===== src/tms_pkg.sv =====
// Shared constants for the temperature monitor serial-bus front end and registers
package tms_pkg;

  // Pointer values for reads
  localparam logic [7:0] TMS_RD_LOCAL_VAL   = 8'h00;
  localparam logic [7:0] TMS_RD_REMOTE_VAL  = 8'h01;
  localparam logic [7:0] TMS_RD_STATUS      = 8'h02;
  localparam logic [7:0] TMS_RD_CONFIG      = 8'h03;
  localparam logic [7:0] TMS_RD_RATE        = 8'h04;
  localparam logic [7:0] TMS_RD_LIMIT_FIRST = 8'h05;
  localparam logic [7:0] TMS_RD_LIMIT_LAST  = 8'h08;
  localparam logic [7:0] TMS_RD_MAKER_ID    = 8'hFE;
  localparam logic [7:0] TMS_RD_REVISION    = 8'hFF;

  // Pointer values for writes
  localparam logic [7:0] TMS_WR_CONFIG      = 8'h09;
  localparam logic [7:0] TMS_WR_RATE        = 8'h0A;
  localparam logic [7:0] TMS_WR_LIMIT_FIRST = 8'h0B;
  localparam logic [7:0] TMS_WR_LIMIT_LAST  = 8'h0E;
  localparam logic [7:0] TMS_WR_ONESHOT     = 8'h0F;

  // Configuration field positions
  localparam int TMS_CFG_MASK_BIT    = 7;
  localparam int TMS_CFG_STANDBY_BIT = 6;

  // Status field positions
  localparam int TMS_ST_BUSY_BIT   = 7;
  localparam int TMS_ST_LHIGH_BIT  = 6;
  localparam int TMS_ST_LLOW_BIT   = 5;
  localparam int TMS_ST_RHIGH_BIT  = 4;
  localparam int TMS_ST_RLOW_BIT   = 3;

  // Values after reset, and the byte read at unmapped pointers
  localparam logic [7:0] TMS_VALUE_RESET   = 8'h80;
  localparam logic [7:0] TMS_RATE_RESET    = 8'h02;
  localparam logic [7:0] TMS_POINTER_RESET = 8'h00;
  localparam logic [7:0] TMS_UNMAPPED_READ = 8'h00;
  localparam logic [7:0] TMS_LIMIT_RESET [4] = '{8'h7F, 8'hC9, 8'h7F, 8'hC9};

  // Identity bytes; values are arbitrary
  localparam logic [7:0] TMS_MAKER_ID_DEFAULT = 8'h5A;
  localparam logic [7:0] TMS_REVISION_DEFAULT = 8'hA5;

  // Slave address per strap pair, index is strapA*3 + strapB
  localparam logic [6:0] TMS_SLAVE_ADDR [9] = '{
    7'h18, 7'h19, 7'h1A, 7'h29, 7'h2A, 7'h2B, 7'h4C, 7'h4D, 7'h4E
  };

  // Strap pin coding on each 2-bit strap input
  localparam logic [1:0] TMS_STRAP_LOW  = 2'h0;
  localparam logic [1:0] TMS_STRAP_OPEN = 2'h1;
  localparam logic [1:0] TMS_STRAP_HIGH = 2'h2;

  // Timing
  localparam longint TMS_CLK_HZ       = 40000000;
  localparam longint TMS_CONV_FAST_MS = 125;
  localparam logic [31:0] TMS_CONV_FAST_CYCLES =
    32'(TMS_CLK_HZ * TMS_CONV_FAST_MS / 1000);
  localparam logic [2:0] TMS_RATE_FASTEST = 3'h7;
  localparam logic [1:0] TMS_STRAP_SETTLE = 2'h2;

endpackage


===== src/tms_smbus_regs.sv =====
// Serial-bus slave and control registers of the two-channel temperature monitor
//
// Summary of operation
// Config bit 6 clear keeps converting; set enters standby; resets to zero.
// Low level on the standby pin also forces standby.
// Value registers keep their contents in standby, except after a triggered conversion.
// Config bit 7 set masks the interrupt output; clear lets it assert.
// Mask resets to zero; reserved config bits 5..0 reset and read zero.
// Rate bits 2..0 pick divider 1..128; code 7 fastest, code 0 slowest.
// Host writes zero to rate bits 7..3 and avoids codes 08h..FFh.
// Rate register is written over the bus and reads back as stored.
// High alarm on strictly greater, low alarm on strictly less.
// Four signed limit registers, readable and writable.
// Trigger write in config-bit standby with the pin high runs exactly one conversion then stays in standby.
// Data byte of the trigger write is ignored and not stored.
// Slave address comes from two three-level straps, nine addresses.
// Straps are sampled once after reset and then held.
// After START, seven address bits MSB first plus direction bit are shifted in.
// Acknowledge matched address and every received byte; otherwise stay idle.
// Host ends a read with not-acknowledge, then STOP.
// Direction is fixed per transfer; change needs a new START and address.
// First write byte loads the pointer; second is written to the selected register.
// Reads return the pointed register; pointer persists between transfers.
// Host loads the pointer with a one-byte write before a fresh read.
// Registers have separate read and write pointer values.
// Host loads the pointer before the first read after power-up.
// Write 0F triggers; config read 03 write 09; rate read 04 write 0A.
`timescale 1ns/1ps
module tms_smbus_regs #(
  parameter logic [31:0] CONV_FAST_CYCLES = tms_pkg::TMS_CONV_FAST_CYCLES,
  parameter logic [7:0]  MAKER_ID         = tms_pkg::TMS_MAKER_ID_DEFAULT,
  parameter logic [7:0]  REVISION         = tms_pkg::TMS_REVISION_DEFAULT
) (
  // Clock and reset
  input  wire logic       ref_clk,
  input  wire logic       reset,
  // Serial bus pins
  input  wire logic       serialClock,
  input  wire logic       serialDataIn,
  output logic            serialDataOut,
  output logic            serialDataOe,
  // Interrupt pin, open drain
  output logic            irqOut,
  output logic            irqOe,
  // Control and strap pins
  input  wire logic       sleep_request_n,
  input  wire logic [1:0] addr_strap_a,
  input  wire logic [1:0] addr_strap_b,
  // Converter
  input  wire logic       measDone,
  input  wire logic [7:0] localMeas,
  input  wire logic [7:0] remoteMeas,
  output logic            convStart,
  output logic            convBusy
);

  typedef enum logic [2:0] {
    BUS_IDLE     = 3'b000,
    BUS_ADDR     = 3'b001,
    BUS_ACK_ADDR = 3'b010,
    BUS_WRITE    = 3'b011,
    BUS_ACK_WR   = 3'b100,
    BUS_READ     = 3'b101,
    BUS_READ_ACK = 3'b110
  } tms_bus_state_t;

  tms_bus_state_t busState;

  logic       sclMeta;
  logic       sclSync;
  logic       sclPrev;
  logic       sdaMeta;
  logic       sdaSync;
  logic       sdaPrev;
  logic       sleepMeta;
  logic       sleepSync;
  logic       startSeen;
  logic       stopSeen;
  logic       sclRise;
  logic       sclFall;
  logic [3:0] bitCnt;
  logic [7:0] rxShift;
  logic [7:0] txShift;
  logic       readDir;
  logic [1:0] byteCnt;
  logic       hostNack;
  logic       wrCommit;
  logic       regWrite;
  logic       oneShot;
  logic [7:0] pointer;
  logic       cfgMask;
  logic       cfgStandby;
  logic [7:0] rateReg;
  logic [7:0] limitReg [4];
  logic [7:0] localVal;
  logic [7:0] remoteVal;
  logic [7:0] statusByte;
  logic [7:0] readByte;
  logic       localHigh;
  logic       localLow;
  logic       remoteHigh;
  logic       remoteLow;
  logic       resultAccept;
  logic [6:0] slaveAddr;
  logic       addrValid;
  logic [7:0] wrLimitIdx;
  logic [7:0] rdLimitIdx;

  tms_strap_latch u_strap (
    .ref_clk    (ref_clk),
    .reset      (reset),
    .addrStrapA (addr_strap_a),
    .addrStrapB (addr_strap_b),
    .slaveAddr  (slaveAddr),
    .addrValid  (addrValid)
  );

  tms_conv_ctrl #(
    .CONV_FAST_CYCLES (CONV_FAST_CYCLES)
  ) u_conv (
    .ref_clk      (ref_clk),
    .reset        (reset),
    .softStandby  (cfgStandby),
    .pinStandby   (!sleepSync),
    .oneShot      (oneShot),
    .rateCode     (rateReg[2:0]),
    .measDone     (measDone),
    .convStart    (convStart),
    .convBusy     (convBusy),
    .resultAccept (resultAccept)
  );

  // Pin synchronisers
  always_ff @(posedge ref_clk) begin
    sclMeta   <= serialClock;
    sclSync   <= sclMeta;
    sdaMeta   <= serialDataIn;
    sdaSync   <= sdaMeta;
    sleepMeta <= sleep_request_n;
    sleepSync <= sleepMeta;
  end

  always_ff @(posedge ref_clk) begin
    if (reset) begin
      sclPrev <= 1'b1;
      sdaPrev <= 1'b1;
    end else begin
      sclPrev <= sclSync;
      sdaPrev <= sdaSync;
    end
  end

  assign startSeen = sclSync && sclPrev && sdaPrev && !sdaSync;
  assign stopSeen  = sclSync && sclPrev && !sdaPrev && sdaSync;
  assign sclRise   = sclSync && !sclPrev;
  assign sclFall   = !sclSync && sclPrev;

  // Byte boundaries of a write transfer
  assign wrCommit = (busState == BUS_WRITE) && sclFall && (bitCnt == 4'h8);
  assign regWrite = wrCommit && (byteCnt == 2'h1);
  assign oneShot  = regWrite && (pointer == tms_pkg::TMS_WR_ONESHOT);

  // Bus state machine
  always_ff @(posedge ref_clk) begin
    if (reset) begin
      busState     <= BUS_IDLE;
      bitCnt       <= 4'h0;
      rxShift      <= 8'h00;
      txShift      <= 8'h00;
      readDir      <= 1'b0;
      byteCnt      <= 2'h0;
      hostNack     <= 1'b0;
      serialDataOe <= 1'b0;
    end else if (startSeen) begin
      // A repeated START also restarts here, so direction is chosen anew
      busState     <= BUS_ADDR;
      bitCnt       <= 4'h0;
      byteCnt      <= 2'h0;
      serialDataOe <= 1'b0;
    end else if (stopSeen) begin
      busState     <= BUS_IDLE;
      serialDataOe <= 1'b0;
    end else begin
      unique case (busState)
        BUS_IDLE: begin
          serialDataOe <= 1'b0;
        end
        BUS_ADDR, BUS_WRITE: begin
          if (sclRise) begin
            rxShift <= {rxShift[6:0], sdaSync};
            bitCnt  <= bitCnt + 4'h1;
          end else if (sclFall && bitCnt == 4'h8) begin
            bitCnt <= 4'h0;
            if (busState == BUS_WRITE) begin
              busState     <= BUS_ACK_WR;
              serialDataOe <= 1'b1;
              if (byteCnt != 2'h3) begin
                byteCnt <= byteCnt + 2'h1;
              end
            end else if (addrValid && rxShift[7:1] == slaveAddr) begin
              busState     <= BUS_ACK_ADDR;
              serialDataOe <= 1'b1;
              readDir      <= rxShift[0];
            end else begin
              busState <= BUS_IDLE;
            end
          end
        end
        BUS_ACK_ADDR: begin
          if (sclFall) begin
            bitCnt <= 4'h0;
            if (readDir) begin
              txShift      <= readByte;
              serialDataOe <= !readByte[7];
              busState     <= BUS_READ;
            end else begin
              serialDataOe <= 1'b0;
              busState     <= BUS_WRITE;
            end
          end
        end
        BUS_ACK_WR: begin
          if (sclFall) begin
            serialDataOe <= 1'b0;
            busState     <= BUS_WRITE;
          end
        end
        BUS_READ: begin
          if (sclRise) begin
            bitCnt <= bitCnt + 4'h1;
          end else if (sclFall) begin
            if (bitCnt == 4'h8) begin
              bitCnt       <= 4'h0;
              serialDataOe <= 1'b0;
              busState     <= BUS_READ_ACK;
            end else begin
              txShift      <= {txShift[6:0], 1'b0};
              serialDataOe <= !txShift[6];
            end
          end
        end
        BUS_READ_ACK: begin
          if (sclRise) begin
            hostNack <= sdaSync;
          end else if (sclFall) begin
            if (hostNack) begin
              busState <= BUS_IDLE;
            end else begin
              // Further bytes repeat the pointed register
              txShift      <= readByte;
              serialDataOe <= !readByte[7];
              busState     <= BUS_READ;
            end
          end
        end
        default: begin
          busState     <= BUS_IDLE;
          serialDataOe <= 1'b0;
        end
      endcase
    end
  end

  // Data line is only ever pulled low
  always_ff @(posedge ref_clk) begin
    serialDataOut <= 1'b0;
    irqOut        <= 1'b0;
  end

  // Pointer, kept across transfers
  always_ff @(posedge ref_clk) begin
    if (reset) begin
      pointer <= tms_pkg::TMS_POINTER_RESET;
    end else if (wrCommit && byteCnt == 2'h0) begin
      pointer <= rxShift;
    end
  end

  // Configuration and rate
  always_ff @(posedge ref_clk) begin
    if (reset) begin
      cfgMask    <= 1'b0;
      cfgStandby <= 1'b0;
      rateReg    <= tms_pkg::TMS_RATE_RESET;
    end else if (regWrite) begin
      if (pointer == tms_pkg::TMS_WR_CONFIG) begin
        cfgMask    <= rxShift[tms_pkg::TMS_CFG_MASK_BIT];
        cfgStandby <= rxShift[tms_pkg::TMS_CFG_STANDBY_BIT];
      end
      if (pointer == tms_pkg::TMS_WR_RATE) begin
        rateReg <= rxShift;
      end
    end
  end

  assign wrLimitIdx = pointer - tms_pkg::TMS_WR_LIMIT_FIRST;
  assign rdLimitIdx = pointer - tms_pkg::TMS_RD_LIMIT_FIRST;

  // Limit registers
  genvar gi;
  generate
    for (gi = 0; gi < 4; gi++) begin : g_limit
      always_ff @(posedge ref_clk) begin
        if (reset) begin
          limitReg[gi] <= tms_pkg::TMS_LIMIT_RESET[gi];
        end else if (regWrite && pointer >= tms_pkg::TMS_WR_LIMIT_FIRST
                     && pointer <= tms_pkg::TMS_WR_LIMIT_LAST
                     && wrLimitIdx[1:0] == 2'(gi)) begin
          limitReg[gi] <= rxShift;
        end
      end
    end
  endgenerate

  // Value registers change only on a completed conversion; in standby only after a trigger write
  always_ff @(posedge ref_clk) begin
    if (reset) begin
      localVal  <= tms_pkg::TMS_VALUE_RESET;
      remoteVal <= tms_pkg::TMS_VALUE_RESET;
    end else if (resultAccept) begin
      localVal  <= localMeas;
      remoteVal <= remoteMeas;
    end
  end

  // Signed comparisons; limits may be negative
  assign localHigh  = $signed(localVal) > $signed(limitReg[0]);
  assign localLow   = $signed(localVal) < $signed(limitReg[1]);
  assign remoteHigh = $signed(remoteVal) > $signed(limitReg[2]);
  assign remoteLow  = $signed(remoteVal) < $signed(limitReg[3]);

  always_comb begin
    statusByte = 8'h00;
    statusByte[tms_pkg::TMS_ST_BUSY_BIT]  = convBusy;
    statusByte[tms_pkg::TMS_ST_LHIGH_BIT] = localHigh;
    statusByte[tms_pkg::TMS_ST_LLOW_BIT]  = localLow;
    statusByte[tms_pkg::TMS_ST_RHIGH_BIT] = remoteHigh;
    statusByte[tms_pkg::TMS_ST_RLOW_BIT]  = remoteLow;
  end

  // Read selection; write-only pointer values return a fixed byte
  always_comb begin
    readByte = tms_pkg::TMS_UNMAPPED_READ;
    if (pointer == tms_pkg::TMS_RD_LOCAL_VAL) begin
      readByte = localVal;
    end else if (pointer == tms_pkg::TMS_RD_REMOTE_VAL) begin
      readByte = remoteVal;
    end else if (pointer == tms_pkg::TMS_RD_STATUS) begin
      readByte = statusByte;
    end else if (pointer == tms_pkg::TMS_RD_CONFIG) begin
      readByte[tms_pkg::TMS_CFG_MASK_BIT]    = cfgMask;
      readByte[tms_pkg::TMS_CFG_STANDBY_BIT] = cfgStandby;
    end else if (pointer == tms_pkg::TMS_RD_RATE) begin
      readByte = rateReg;
    end else if (pointer >= tms_pkg::TMS_RD_LIMIT_FIRST
                 && pointer <= tms_pkg::TMS_RD_LIMIT_LAST) begin
      readByte = limitReg[rdLimitIdx[1:0]];
    end else if (pointer == tms_pkg::TMS_RD_MAKER_ID) begin
      readByte = MAKER_ID;
    end else if (pointer == tms_pkg::TMS_RD_REVISION) begin
      readByte = REVISION;
    end
  end

  // Mask also silences an alarm already present
  always_ff @(posedge ref_clk) begin
    if (reset) begin
      irqOe <= 1'b0;
    end else begin
      irqOe <= (localHigh | localLow | remoteHigh | remoteLow) & !cfgMask;
    end
  end

endmodule


===== src/tms_strap_latch.sv =====
// Latches the slave address from the two three-level strap pins once after reset
`timescale 1ns/1ps
module tms_strap_latch (
  // Clock and reset
  input  wire logic       ref_clk,
  input  wire logic       reset,
  // Strap pins
  input  wire logic [1:0] addrStrapA,
  input  wire logic [1:0] addrStrapB,
  // Latched address
  output logic      [6:0] slaveAddr,
  output logic            addrValid
);

  logic [1:0] strapAMeta;
  logic [1:0] strapASync;
  logic [1:0] strapBMeta;
  logic [1:0] strapBSync;
  logic [1:0] settleCnt;
  logic [3:0] tableIdx;

  always_ff @(posedge ref_clk) begin
    strapAMeta <= addrStrapA;
    strapASync <= strapAMeta;
    strapBMeta <= addrStrapB;
    strapBSync <= strapBMeta;
  end

  // Undefined code 3 is taken as open
  function automatic logic [3:0] levelOf(input logic [1:0] code);
    levelOf = (code == tms_pkg::TMS_STRAP_LOW)  ? 4'h0 :
              (code == tms_pkg::TMS_STRAP_HIGH) ? 4'h2 : 4'h1;
  endfunction

  assign tableIdx = 4'(levelOf(strapASync) * 4'h3 + levelOf(strapBSync));

  // Capture once after the synchronisers fill; later pin changes are ignored
  always_ff @(posedge ref_clk) begin
    if (reset) begin
      settleCnt <= 2'h0;
      slaveAddr <= 7'h00;
      addrValid <= 1'b0;
    end else if (!addrValid) begin
      if (settleCnt == tms_pkg::TMS_STRAP_SETTLE) begin
        slaveAddr <= tms_pkg::TMS_SLAVE_ADDR[tableIdx];
        addrValid <= 1'b1;
      end else begin
        settleCnt <= settleCnt + 2'h1;
      end
    end
  end

endmodule


===== src/tms_conv_ctrl.sv =====
// Conversion scheduler: periodic runs, standby and the single conversion trigger
`timescale 1ns/1ps
module tms_conv_ctrl #(
  parameter logic [31:0] CONV_FAST_CYCLES = tms_pkg::TMS_CONV_FAST_CYCLES
) (
  // Clock and reset
  input  wire logic       ref_clk,
  input  wire logic       reset,
  // Control
  input  wire logic       softStandby,
  input  wire logic       pinStandby,
  input  wire logic       oneShot,
  input  wire logic [2:0] rateCode,
  // Converter handshake
  input  wire logic       measDone,
  output logic            convStart,
  output logic            convBusy,
  output logic            resultAccept
);

  logic [31:0] periodCnt;
  logic [31:0] periodLoad;
  logic        singleRun;
  logic        standby;
  logic        abortNow;

  assign standby    = softStandby | pinStandby;
  // Each step down in code doubles the period
  assign periodLoad = CONV_FAST_CYCLES << (tms_pkg::TMS_RATE_FASTEST - rateCode);
  assign abortNow   = standby && !singleRun;

  always_ff @(posedge ref_clk) begin
    if (reset) begin
      periodCnt <= 32'h0000_0000;
    end else if (standby || periodCnt == 32'h0000_0000) begin
      periodCnt <= periodLoad - 32'h0000_0001;
    end else begin
      periodCnt <= periodCnt - 32'h0000_0001;
    end
  end

  always_ff @(posedge ref_clk) begin
    if (reset) begin
      convStart    <= 1'b0;
      convBusy     <= 1'b0;
      singleRun    <= 1'b0;
      resultAccept <= 1'b0;
    end else begin
      convStart    <= 1'b0;
      resultAccept <= 1'b0;
      if (convBusy && (abortNow || (pinStandby && singleRun))) begin
        // Result of an interrupted conversion is discarded
        convBusy  <= 1'b0;
        singleRun <= 1'b0;
      end else if (convBusy && measDone) begin
        convBusy     <= 1'b0;
        singleRun    <= 1'b0;
        resultAccept <= 1'b1;
      end else if (!convBusy && softStandby && !pinStandby && oneShot) begin
        convStart <= 1'b1;
        convBusy  <= 1'b1;
        singleRun <= 1'b1;
      end else if (!convBusy && !standby && periodCnt == 32'h0000_0000) begin
        convStart <= 1'b1;
        convBusy  <= 1'b1;
      end
    end
  end

endmodule


===== config.mk =====
export PLATFORM = sky130hd
export DESIGN_NAME = tms_smbus_regs
export DESIGN_NICKNAME = d
export VERILOG_FILES = /design/src/tms_pkg.sv /design/src/tms_smbus_regs.sv /design/src/tms_strap_latch.sv /design/src/tms_conv_ctrl.sv
export SDC_FILE = /design/constraint.sdc
export NUM_CORES = 1
export LEC_CHECK = 0
export ABC_CLOCK_PERIOD_IN_PS = 6600
export BUFFER_PORTS_ARGS = -buffer_cell sky130_fd_sc_hd__buf_2
export CAP_MARGIN = 20
export CORE_ASPECT_RATIO = 1.25
export CORE_MARGIN = 4
export CORE_UTILIZATION = 40
export DETAILED_ROUTE_END_ITERATION = 10
export MAX_ROUTING_LAYER = met4
export PLACE_DENSITY = 0.56
export SETUP_SLACK_MARGIN = 0.2
export SLEW_MARGIN = 0
export SYNTH_ARGS = -nofsm -noshare
export SYNTH_HDL_FRONTEND = slang
export SYNTH_SLANG_ARGS = --single-unit

===== constraint.sdc =====
create_clock -name ref_clk -period 6.6 [get_ports ref_clk]
set_clock_uncertainty 0.2 [all_clocks]
set_input_delay 1.65 -clock ref_clk [delete_from_list [all_inputs] [get_ports ref_clk]]
set_output_delay 1.65 -clock ref_clk [all_outputs]
set_load 0.005 [all_outputs]

==> summary.txt <==
ANT cells: 0
post_cts resized: 0
flops & latches, synth: 155
core area: 21500 um2
Final Util: 44.8%
cell row count: 60
WL per Instance: 16.6 um
setup bufs post-CTS: 0
setup TNS: 0 ns
Worst EP required: 6.69 ns
Netlist cell types: 72
Pre-antenna DRT Iters: 5
Peak VDD IR: 163 uV
final hold violations: 0
Longest Clk Path Bufs: 2
critical path type: register to register
Gate Count Post-Synth: 993
critical path endpoint category: register
post-route minimum period: 3.85 ns
Post-synth EDFFs: 32
Routed WL: 21300 um
Detail Route Antenna Nets: 0
Hold Crit Depth: 0
Hold Buf Count CTS: 0
pins over their slew limit: 0
Worst-path clk slew: 0.06 ns
GRT overflow: 0
full die area: 24300 um2
Worst R2R Path Depth: 9
PortBufs: 29
Reg2Reg Setup Slack: 2.75 ns
unrepaired setup endpoints after global routing: no
die width: 140 um
antenna violations before repair: 0
via/cell ratio: 5.35
global-route met3 utilization: 3.37%
CTS Root Cell: clkbuf_16
layout cells sized above 1: 9.94%
met1 GRT Util: 22.1%
Worst-Margin Slew: 1.00 ns
gr usage total: 18.1%
hpwl dp: 15800 um
nature of the critical path startpoint: register
P_leak: 3.96 nW
most common cell after layout, fill and taps aside: nor2_1
IO Count: 32
Vias: 6873
max frequency: 0.260 GHz
Top FF cell, synth: dfxtp_1
final period utilization: 58.4%
sequential share of the synthesized area: 39.2%
# Max-Cap Violations: 0
Die Y: 173 um
nets: 1073
Hold EP: u_strap.strapBSync[0]
average size of a mapped cell: 8.79 um2
DRC errors left: 0
Initial Util: 40.7%
later-pin clock latency in the skew report: 0.42 ns
met2 Track Usage GR: 30.0%
GP Congestion: 0.879
iteration-0 DRC count of the detailed router: 435
busiest layer in global routing: met2
most frequent cells in the layout: nor2_1 (133), dfxtp_1 (123), nand2_1 (75)
Syn Std Cell Area: 8730 um2
CP Max Fanout: 34
Pwr Density: 226 nW/um2
reg2reg start: u_conv.periodCnt[18]
vias in the first global route: 6628
clk sinks: 155
largest net degree at the start of global routing: 63
hold crit path type: register to register
clock buffer count from CTS: 17
status: finished, final reports clean
first-pass GRT wire length: 34600 um
Layout area overhead: 10.1%
Reg-to-Reg End: u_conv.periodCnt[24]
Ys Warns: 0
Slew HR: 33.0%
Worst EP arrival: 3.94 ns
# setup viols final: 0
ys async rst share: 0%
CTS tree: done
Hold Path Origin: u_strap.strapBMeta[0]
CTS H-tree depth: 4
-- report_power, final --
| group | switching (mW) | internal, mW | total, mW |
|---|---|---|---|
| Combinational | 0.112 | 0.0814 | 0.194 |
| Sequential | 0.0280 | 1.00 | 1.03 |
| Clock | 0.408 | 0.544 | 0.952 |
-- cell type report --
class,instances,area (um2)
clock buffers,19,454
clock inverters,13,114
fillers,2169,11900
inverters,57,214
multi-input cells,728,4880
flip-flops and latches,155,3420
well taps,279,349
repair buffers,34,185
-- sequential cells by signal, indices dropped and copies added, names as in the netlist, 3 cells and up --
name               flops
localVal               8
rateReg                8
pointer                8
bitCnt                 4
u_conv.periodCnt      32
rxShift                8
u_strap.slaveAddr      6
limitReg              32
remoteVal              8
txShift                7
busState               3
-- synth_stat cells (5+ instances only) --
| master | instances | share of area [%] |
|---|---|---|
| or2_2 | 14 | 1.0 |
| nor2_1 | 133 | 5.7 |
| xor2_1 | 21 | 2.1 |
| edfxtp_1 | 32 | 11 |
| dfxtp_1 | 123 | 28 |
| o211ai_1 | 11 | 0.95 |
| nand3_1 | 24 | 1.4 |
| nor2b_1 | 15 | 1.1 |
| mux2i_1 | 40 | 4.6 |
| xnor2_1 | 19 | 1.9 |
| a21oi_1 | 57 | 3.3 |
| ha_1 | 53 | 7.6 |
| o21ai_0 | 39 | 2.2 |
| o21a_1 | 8 | 0.69 |
| nand2b_1 | 38 | 2.7 |
| a31oi_1 | 10 | 0.72 |
| and2_1 | 10 | 0.72 |
| and3_1 | 16 | 1.1 |
| clkbuf_1 | 45 | 1.9 |
| nor4_1 | 5 | 0.36 |
| mux4_2 | 8 | 2.1 |
| a211oi_1 | 5 | 0.43 |
| a21o_1 | 13 | 1.1 |
| nand2_1 | 75 | 3.2 |
| or3_1 | 6 | 0.43 |
| o2111ai_1 | 5 | 0.50 |
| nor3_1 | 20 | 1.1 |
| inv_1 | 57 | 2.5 |
| nand4_1 | 10 | 0.72 |
-- worst max path at each step --
stage	slack (ns)	end	from
after floorplan	3.22	u_conv.periodCnt[24]	u_conv.periodCnt[13]
after global placement	2.76	u_conv.periodCnt[24]	u_conv.periodCnt[13]
after detailed placement	2.75	u_conv.periodCnt[24]	u_conv.periodCnt[18]
after CTS	2.73	u_conv.periodCnt[24]	u_conv.periodCnt[18]
after global routing	2.59	u_conv.periodCnt[24]	u_conv.periodCnt[13]
final	2.75	u_conv.periodCnt[24]	u_conv.periodCnt[18]
-- per-layer routing --
metal | vias to the layer above | wire length, um
met5 | - | 0
met4 | 0 | 562
met3 | 32 | 713
met2 | 138 | 10500
met1 | 3228 | 9530
li1 | 3475 | -
-- kinds of logic (layout without fill, tap and decap cells) --
logic type               Yosys count  after routing  share of synthesized area, %
adder cells (fa/ha/maj)           54             54                          7.82
AND/OR/NAND/NOR                  386            386                          21.9
other                              1              2                        0.0430
AO/OA/AOI/OAI                    195            195                          14.8
multiplexers                      51             51                          7.17
XOR/XNOR                          40             40                          4.01
buffers and inverters            111            123                          4.97
flip-flops                       155            155                          39.2
-- critical path: stages (launching register included) --
cell and delay, ns:
dfxtp_1 0.31, or4_1 0.56, or4_4 0.58, o31ai_4 0.23, buf_4 0.39, mux2i_1 0.61, nand4_4 0.24, a2111oi_4 0.37
xor2_1 0.17, nor2_1 0.05
-- per-stage QoR --
stage          setup slack [ns]  power, mW  cells  hold WS [ns]  instance area [um2]
2_1_floorplan              3.22       1.20    994         0.110                 8730
3_3_place_gp               2.76       1.24   1253         0.111                 9050
3_5_place_dp               2.75       1.25   1253         0.112                 9050
4_1_cts                    2.73       2.21   1285         0.127                 9620
5_1_grt                    2.59       2.28   1285         0.130                 9620
6_report                   2.75       2.18   1285         0.126                 9620
Power figures use the tool's default switching activity.
